===== src/rtl/adc_consts.svh =====
// Constants of the flash converter back end: sizes, codes, reset values.
// Assumes inclusion by bare name from the package and the modules.
`ifndef ADC_BACKEND_CONSTS_SVH
`define ADC_BACKEND_CONSTS_SVH

// ----------------------------------------------------------------------
// Comparator array and decoder split
// ----------------------------------------------------------------------
`define THRESHOLDS      256
`define DEC_GROUPS      4
`define GROUP_WIDTH     64
`define COUNT_W         7
`define TOTAL_W         9
`define CODE_W          8

// ----------------------------------------------------------------------
// Code points
// ----------------------------------------------------------------------
`define FULL_SCALE      9'h100
`define CODE_MAX        8'hFF
`define CODE_ZERO       8'h00
`define LVL_M05         9'h0C0
`define LVL_M10         9'h080
`define LVL_M15         9'h040
`define GRAY_M05        8'hA0
`define GRAY_M10        8'hC0
`define GRAY_M15        8'h60
`define GRAY_TOP        8'h80

// ----------------------------------------------------------------------
// Result buffer and reset values
// ----------------------------------------------------------------------
`define FIFO_DEPTH      16
`define RESULT_W        9
`define RST_BIT         1'h0
`define RST_COUNT       7'h00

`endif


===== src/rtl/adc_pkg.sv =====
// Types shared by the converter back end and its testbench.
// Assumes adc_consts.svh on the include path.
`include "adc_consts.svh"

package adc_pkg;

    // One conversion result as it travels through the buffer
    typedef struct packed {
        logic                  over;
        logic [`CODE_W-1:0]    code;
    } result_s;

    // One output bank as seen by the capture logic
    typedef struct packed {
        logic [`CODE_W-1:0]    code;
        logic                  over;
        logic                  ready;
        logic                  ready_n;
    } bank_s;

    typedef logic [`DEC_GROUPS-1:0][`COUNT_W-1:0] group_count_t;

endpackage


===== src/rtl/flash_adc_backend.sv =====
// Digital back end of an 8-bit flash converter, two banked outputs.
// Assumes comparator decisions arrive synchronous to CLK, bit 255 top.
`timescale 1ns/1ps
`include "adc_consts.svh"

module flash_adc_backend
    import adc_pkg::*;
(
    input  wire logic                   CLK,
    input  wire logic                   NRST,
    input  wire logic [`THRESHOLDS-1:0] COMP_IN,
    input  wire logic                   CAPTURE_READY,
    output logic                        SAMPLE_READY,
    output logic      [`CODE_W-1:0]     BANK_A_CODE,
    output logic                        OVERRANGE_BIT_A,
    output logic                        BANK_A_READY,
    output logic                        BANK_A_READY_N,
    output logic      [`CODE_W-1:0]     BANK_B_CODE,
    output logic                        OVERRANGE_BIT_B,
    output logic                        BANK_B_READY,
    output logic                        BANK_B_READY_N
);

    // ------------------------------------------------------------------
    // Declarations
    // ------------------------------------------------------------------
    logic                   sample_clock_reg;
    logic                   sample_clock_next;
    logic                   primed_reg;
    logic                   primed_next;
    logic [`THRESHOLDS-1:0] front_reg;
    logic [`THRESHOLDS-1:0] front_next;
    group_count_t           group_count;
    group_count_t           dec_reg;
    group_count_t           dec_next;
    group_count_t           latch_reg;
    group_count_t           latch_next;
    logic [`TOTAL_W-1:0]    total;
    logic [`CODE_W-1:0]     bin_code;
    result_s                wr_word;
    result_s                rd_word;
    logic                   wr_valid;
    logic                   wr_ready;
    logic                   rd_valid;
    logic                   pop;
    logic                   bank_sel_reg;
    logic                   bank_sel_next;
    bank_s                  bank_a_reg;
    bank_s                  bank_a_next;
    bank_s                  bank_b_reg;
    bank_s                  bank_b_next;

    // ------------------------------------------------------------------
    // Sample clock phase
    // ------------------------------------------------------------------
    // CLK/2 phase stands in for the sampling clock; its duty is 50% by
    // construction, which the source side would otherwise have to keep
    always_comb begin
        sample_clock_next = !sample_clock_reg;
        primed_next       = primed_reg || sample_clock_reg;
    end

    always_ff @(posedge CLK) begin
        if (!NRST) begin
            sample_clock_reg <= `RST_BIT;
            primed_reg       <= `RST_BIT;
        end else begin
            sample_clock_reg <= sample_clock_next;
            primed_reg       <= primed_next;
        end
    end

    // ------------------------------------------------------------------
    // Comparator front stage and decoders
    // ------------------------------------------------------------------
    // Popcount per group also absorbs thermometer bubbles
    for (genvar g = 0; g < `DEC_GROUPS; g++) begin : g_dec
        assign group_count[g] =
            `COUNT_W'($countones(front_reg[g*`GROUP_WIDTH +: `GROUP_WIDTH]));
    end

    always_comb begin
        front_next = sample_clock_reg ? front_reg : COMP_IN;
        dec_next   = sample_clock_reg ? group_count : dec_reg;
    end

    always_ff @(posedge CLK) begin
        if (!NRST) begin
            front_reg <= '0;
            dec_reg   <= {`DEC_GROUPS{`RST_COUNT}};
        end else begin
            front_reg <= front_next;
            dec_reg   <= dec_next;
        end
    end

    // ------------------------------------------------------------------
    // Tracking latches and output coding
    // ------------------------------------------------------------------
    always_comb begin
        latch_next = sample_clock_reg ? latch_reg : dec_reg;
        total      = '0;
        for (int i = 0; i < `DEC_GROUPS; i++) begin
            total = total + `TOTAL_W'(latch_next[i]);
        end
        wr_word.over = (total == `FULL_SCALE);
        bin_code     = wr_word.over ? `CODE_MAX : total[`CODE_W-1:0];
        wr_word.code = bin_code ^ (bin_code >> 1);
        wr_valid     = primed_reg && !sample_clock_reg;
        SAMPLE_READY = wr_ready;
    end

    always_ff @(posedge CLK) begin
        if (!NRST) begin
            latch_reg <= {`DEC_GROUPS{`RST_COUNT}};
        end else begin
            latch_reg <= latch_next;
        end
    end

    // Results are dropped while SAMPLE_READY is low: a converter cannot
    // pause its sampling, so the capture side must keep up on average
    sample_fifo #(
        .WIDTH ($bits(result_s)),
        .DEPTH (`FIFO_DEPTH)
    ) u_fifo (
        .CLK      (CLK),
        .NRST     (NRST),
        .WR_VALID (wr_valid),
        .WR_DATA  (wr_word),
        .WR_READY (wr_ready),
        .RD_VALID (rd_valid),
        .RD_DATA  (rd_word),
        .RD_READY (CAPTURE_READY)
    );

    // ------------------------------------------------------------------
    // Output banks
    // ------------------------------------------------------------------
    always_comb begin
        pop           = rd_valid && CAPTURE_READY;
        bank_sel_next = pop ? !bank_sel_reg : bank_sel_reg;
        bank_a_next   = bank_a_reg;
        bank_b_next   = bank_b_reg;
        bank_a_next.ready   = pop && !bank_sel_reg;
        bank_a_next.ready_n = !(pop && !bank_sel_reg);
        bank_b_next.ready   = pop && bank_sel_reg;
        bank_b_next.ready_n = !(pop && bank_sel_reg);
        if (pop && !bank_sel_reg) begin
            bank_a_next.code = rd_word.code;
            bank_a_next.over = rd_word.over;
        end
        if (pop && bank_sel_reg) begin
            bank_b_next.code = rd_word.code;
            bank_b_next.over = rd_word.over;
        end
    end

    always_ff @(posedge CLK) begin
        if (!NRST) begin
            bank_sel_reg <= `RST_BIT;
            bank_a_reg   <= '{`CODE_ZERO, `RST_BIT, `RST_BIT, !`RST_BIT};
            bank_b_reg   <= '{`CODE_ZERO, `RST_BIT, `RST_BIT, !`RST_BIT};
        end else begin
            bank_sel_reg <= bank_sel_next;
            bank_a_reg   <= bank_a_next;
            bank_b_reg   <= bank_b_next;
        end
    end

    always_comb begin
        BANK_A_CODE     = bank_a_reg.code;
        OVERRANGE_BIT_A = bank_a_reg.over;
        BANK_A_READY    = bank_a_reg.ready;
        BANK_A_READY_N  = bank_a_reg.ready_n;
        BANK_B_CODE     = bank_b_reg.code;
        OVERRANGE_BIT_B = bank_b_reg.over;
        BANK_B_READY    = bank_b_reg.ready;
        BANK_B_READY_N  = bank_b_reg.ready_n;
    end
endmodule


===== src/rtl/sample_fifo.sv =====
// Result buffer: synchronous FIFO, first word shown without a read.
// Assumes one clock and a synchronous active-low reset.
`timescale 1ns/1ps
`include "adc_consts.svh"

module sample_fifo #(
    parameter int WIDTH = `RESULT_W,
    parameter int DEPTH = `FIFO_DEPTH
) (
    input  wire logic             CLK,
    input  wire logic             NRST,
    input  wire logic             WR_VALID,
    input  wire logic [WIDTH-1:0] WR_DATA,
    output logic                  WR_READY,
    output logic                  RD_VALID,
    output logic      [WIDTH-1:0] RD_DATA,
    input  wire logic             RD_READY
);

    localparam int PW = $clog2(DEPTH);

    logic [WIDTH-1:0] mem_reg [DEPTH];
    logic [PW-1:0]    wr_ptr_reg;
    logic [PW-1:0]    wr_ptr_next;
    logic [PW-1:0]    rd_ptr_reg;
    logic [PW-1:0]    rd_ptr_next;
    logic [PW:0]      fill_reg;
    logic [PW:0]      fill_next;
    logic             do_wr;
    logic             do_rd;

    // ------------------------------------------------------------------
    // Pointers and fill level
    // ------------------------------------------------------------------
    always_comb begin
        WR_READY    = (fill_reg != (PW+1)'(DEPTH));
        RD_VALID    = (fill_reg != '0);
        RD_DATA     = mem_reg[rd_ptr_reg];
        do_wr       = WR_VALID && WR_READY;
        do_rd       = RD_VALID && RD_READY;
        wr_ptr_next = do_wr ? wr_ptr_reg + 1'b1 : wr_ptr_reg;
        rd_ptr_next = do_rd ? rd_ptr_reg + 1'b1 : rd_ptr_reg;
        fill_next   = fill_reg;
        if (do_wr && !do_rd) begin
            fill_next = fill_reg + 1'b1;
        end else if (do_rd && !do_wr) begin
            fill_next = fill_reg - 1'b1;
        end
    end

    always_ff @(posedge CLK) begin
        if (!NRST) begin
            wr_ptr_reg <= '0;
            rd_ptr_reg <= '0;
            fill_reg   <= '0;
        end else begin
            wr_ptr_reg <= wr_ptr_next;
            rd_ptr_reg <= rd_ptr_next;
            fill_reg   <= fill_next;
        end
    end

    // Storage is not reset; fill level alone says what is valid
    always_ff @(posedge CLK) begin
        if (do_wr) begin
            mem_reg[wr_ptr_reg] <= WR_DATA;
        end
    end

endmodule


===== config.mk =====
export PLATFORM = sky130hd
export DESIGN_NAME = flash_adc_backend
export DESIGN_NICKNAME = d
export VERILOG_FILES = /design/src/rtl/adc_pkg.sv /design/src/rtl/flash_adc_backend.sv /design/src/rtl/sample_fifo.sv
export VERILOG_INCLUDE_DIRS = /design/src /design/src/rtl
export SDC_FILE = /design/constraint.sdc
export NUM_CORES = 1
export LEC_CHECK = 0
export BUFFER_PORTS_ARGS = -buffer_cell sky130_fd_sc_hd__buf_2
export CORE_MARGIN = 10
export CORE_UTILIZATION = 30
export CTS_BUF_LIST = sky130_fd_sc_hd__clkbuf_4 sky130_fd_sc_hd__clkbuf_8 sky130_fd_sc_hd__clkbuf_16
export DETAILED_ROUTE_END_ITERATION = 16
export GPL_ROUTABILITY_DRIVEN = 1
export REMOVE_ABC_BUFFERS = 1
export SLEW_MARGIN = 20
export SYNTH_ARGS = -nofsm -noshare
export SYNTH_HDL_FRONTEND = slang
export SYNTH_HIERARCHICAL = 1
export SYNTH_SLANG_ARGS = --single-unit

===== constraint.sdc =====
create_clock -name CLK -period 8.9 [get_ports CLK]
set_clock_uncertainty 0.2 [all_clocks]
set_input_delay 0.89 -clock CLK [delete_from_list [all_inputs] [get_ports CLK]]
set_output_delay 0.89 -clock CLK [all_outputs]
set_load 0.005 [all_outputs]

==> out/results.txt <==
The run finished with clean final reports. The synthesized netlist devotes 0.9536% of its cell area to XOR and XNOR gates. On the critical path, the stage with the largest delay is an instance of fa_1. Across all layers, the routed design uses 15430 vias.

The worst setup path is captured at a register. CTS built an H-tree with a depth of 2. The fmax came out at 0.1608 GHz. After detailed routing, the number of vias per cell comes to 4.216. Yosys attributes the largest share of cell area to dfxtp_1, fa_1, edfxtp_1. The die is 312.0 um wide. The cell with the most instances on the worst path was fa_1. Clock tree synthesis found a total of 498 sinks.

For this run, the slowest stage of the critical path takes 0.55 ns. The floorplan has 107 rows. The HPWL reported at the end of detailed placement was 41540 um; the worst-case vdd ir drop was 534.8 uV. Wires add up to 56430 um. Via count of the first global-routing pass: 16740.

The area enclosed by the die boundary came out at 97370 um^2. The number of distinct library cell variants in the gate-level netlist after synthesis is 55. Setup repair after global routing left no endpoint under its margin.

Most instantiated flip-flop cell in the synthesis netlist: dfxtp_1. The path class of the lowest-slack min-delay path was reg2reg. Summed over all layers, the global routing overflow is 0.

The run gives 3 as the maximum clock insertion buffer count. Root buffer selected by CTS: clkbuf_16. The fraction of final layout cells with drive strength greater than 1 came out at 18.70%. Iteration-0 DRC count of the detailed router: 708. The synthesized design contains 498 register bits.

The number of max-slew violations in the final report was 0. STA classifies the critical path startpoint as a register. Dividing the detail-routed wire length by the instance count gives 15.42 um. The share of synthesized cell area in and, or, nand and nor gates is 7.438%.

Sequential cells burn 24.4% of the power. In this run the worst path has a maximum fanout of 2. Max-cap violations in this run came to 0.

Fill cells in the final layout number 8503. The clock share of power was 20.7%. After synthesis, the largest family of logic cells by area is adder cells.

Clock-pin slew was measured on the worst setup and hold paths at 0.06 ns. Ratio of total power to cell area: 406.5 nW/um^2. The multiplexer fraction of the synthesized cell area is 13.85%, and the all-layer global routing usage is 11.63%.

Summing the areas of all compound-gate instances in the mapped netlist gives 3.981% of the synthesized area. Gates resized during post-CTS repair numbered 0. Measured against its own limit, the worst slew margin works out to 25.23%. The first global-routing pass estimated 91600 um of wire. Number of buffer and inverter instances along the worst setup path: 6. The worst slack at placement is 2.632 ns. Summed over its instances, the top area cell type makes up 27.70% of the synthesized netlist area. The run gives 7.471 mW as the internal power consumption. After Yosys synthesis, full adders, half adders and majority gates account for 21.84% of the synthesized area. Net switching fraction of the power: 39.25%. Sequential elements use 44.60% of the synthesized area. At the later pin of the worst-skew pair, clock insertion delay measures 0.63 ns. For the worst setup path, the data required time is 9.22 ns. The final period demand of the worst path is 6.217 ns. The critical path in this run is classified as reg2reg.

The tools report the detailed-router iteration count before antenna repair as 4. The number of buffers added to fix hold violations after cts was 0; the flip-flop count of the largest register after layout was 256. The worst setup margin is 2.683 ns. Summed over all instances, the cell type with the most area after synthesis is dfxtp_1. The die extent in y is 312.0 um, and the number of flops mapped to enable cells by yosys is 144. Once the floorplan was initialized, standard cells occupied 30.14% of the core. Switching power total: 4.826 mW. In this run the tool buffered the top-level ports with 281 buffer cells.

The run gives 6.54 ns as the worst path arrival time. The number of antenna violations at the first check in global routing came out at 5. In this run the critical register-to-register path is launched from front_reg[35]$_SDFFE_PN0N_. Routability-driven placement finished with a final weighted congestion of 0.7431. Dividing the final minimum period by the clock period gives 69.86%. The final layout net count is 3031, and the total clock buffers created by CTS is 59. The number of failing setup endpoints in the final timing report is 0. Tracing the worst setup path back leads to its startpoint at front_reg[35]$_SDFFE_PN0N_. In this run the remaining antenna-violating nets after routing total 0.

The slew at the pin closest to its max-slew limit is 1.117 ns. From synthesis to final layout, the design area changed by 18.22%. For the final design utilization, the log shows 35.63%.

After technology mapping, the gate count stands at 2202. The cell family contributing the most delay on the critical path is adder cells. Start point of the worst hold path: primed_reg$_SDFF_PN0_.

The tools report the post-synth design cell area as 25590 um^2. TritonCTS built the clock tree. The synthesized area per cell was 11.62 um^2; the leakage power was 13.35 nW.

The tools report the placeable core region as 84880 um^2. The number of hold violations in the final report is 0. Walking the worst path, the cells encountered are inv_1 > fa_1 > inv_1 > fa_1 > fa_1 > inv_1 > fa_1 > inv_1 > fa_1 > fa_1 > fa_1 > inv_1 > fa_1 > inv_1 > ha_1 > a21o_1 > a21oi_1 > o21ai_0 > mux2i_1 > a211o_1.

Counting flops with an async set or reset pin after synthesis yields a share of 0%. Of the total power, combinational logic draws 55.0%. The post-route DRC violation count was 0; the largest net degree at the start of global routing was 133. During synthesis, Yosys emitted a total of 6 warnings.

Once the clock tree was built, the setup fixing pass inserted 0 buffers. 282 I/O pins were placed.
-- routing by layer --
metal / routed length [um] / track usage (%)
met1: 24160 / 14.28
met2: 28520 / 20.55
met3: 2656 / 2.402
met4: 1052 / 3.013
met5: 47 / 0
-- kinds of logic (layout without fill, tap and decap cells) --
family | Yosys count | after routing
muxes | 308 | 308
other | 0 | 1
adders and majority gates | 308 | 308
DFF | 498 | 498
AOI/OAI and AO/OA | 145 | 145
and+or+nand+nor | 446 | 446
buffers and inverters | 470 | 782
xor gates and xnor gates | 27 | 27
-- per-stage QoR --
| stage | hold slack, ns | TNS [ns] | std cells | power (mW) | area (um^2) |
|---|---|---|---|---|---|
| after floorplan | 0.2270 | -1806.43 | 2111 | 8.500 | 25130 |
| after global placement | 0.2394 | 0 | 3547 | 9.833 | 28090 |
| after detailed placement | 0.2463 | 0 | 3547 | 9.949 | 28100 |
| after CTS | 0.2372 | 0 | 3658 | 12.60 | 30200 |
| after global routing | 0.2585 | 0 | 3659 | 13.73 | 30250 |
| final | 0.2544 | 0 | 3659 | 12.30 | 30250 |
-- worst reg2reg max path: cells and delay by family, from the launching register on --
family                   cells  cell delay, ns
multiplexers                 1            0.13
flip-flops                   1            0.32
adder cells (fa/ha/maj)      9            4.35
AO/OA/AOI/OAI                4            0.77
buffers and inverters        6            0.35
-- path summary, 6_finish.rpt --
| path | endpoint | slack, ns | cells past startpoint |
|---|---|---|---|
| max | dec_reg[5]$_SDFFE_PN0P_ | 2.68 | 20 |
| min | primed_reg$_SDFF_PN0_ | 0.25 | 2 |
| min reg2reg | primed_reg$_SDFF_PN0_ | 0.25 | 2 |
| max reg2reg | dec_reg[5]$_SDFFE_PN0P_ | 2.68 | 20 |
-- power by group through the flow --
stage          clock (mW)  sequential, mW  combinational (mW)
2_1_floorplan           0            3.07                5.43
3_3_place_gp            0            3.05                6.79
3_5_place_dp            0            3.05                6.90
4_1_cts              2.64            3.01                6.95
5_1_grt              2.74            3.02                7.97
6_report             2.54            2.99                6.76
-- layout make-up --
class	instances	area, um^2	share of cell area [%]
Clock inverter	28	364.1	1.204
Antenna cell	1	2.502	0.008273
Multi-Input combinational cell	1234	12370	40.89
Clock buffer	83	1732	5.725
Tap cell	1144	1431	4.732
Inverter	379	1430	4.728
Timing Repair Buffer	292	1501	4.964
Sequential cell	498	11420	37.75
-- Yosys cell counts, drive strengths merged (21+ instances only) --
library cell and instances:
nand2 73, mux2i 263, xnor2 23, buf 54, dfxtp 354, nand2b 21, inv 379, edfxtp 144
a21oi 50, fa 231, nor2 282, and2 21, ha 77, clkbuf 37, mux4 36
-- cells in the final DEF, fill, tap and decap left out, drive strengths merged, types with 6 or more instances in the layout --
master  netlist  layout
a211oi        7       7
a21o         13      13
a21oi        50      50
a22o         18      18
a22oi        18      18
and2         21      21
buf          54     292
bufinv        0       6
clkbuf       37      83
clkinv        0      19
dfxtp       354     354
edfxtp      144     144
fa          231     231
ha           77      77
inv         379     381
mux2          9       9
mux2i       263     263
mux4         36      36
nand2        73      73
nand2b       21      21
nand3         7       7
nor2        282     282
nor2b        15      15
nor3         12      12
o21ai        14      14
xnor2        23      23
Note: power is estimated with default switching activity, not from simulation.
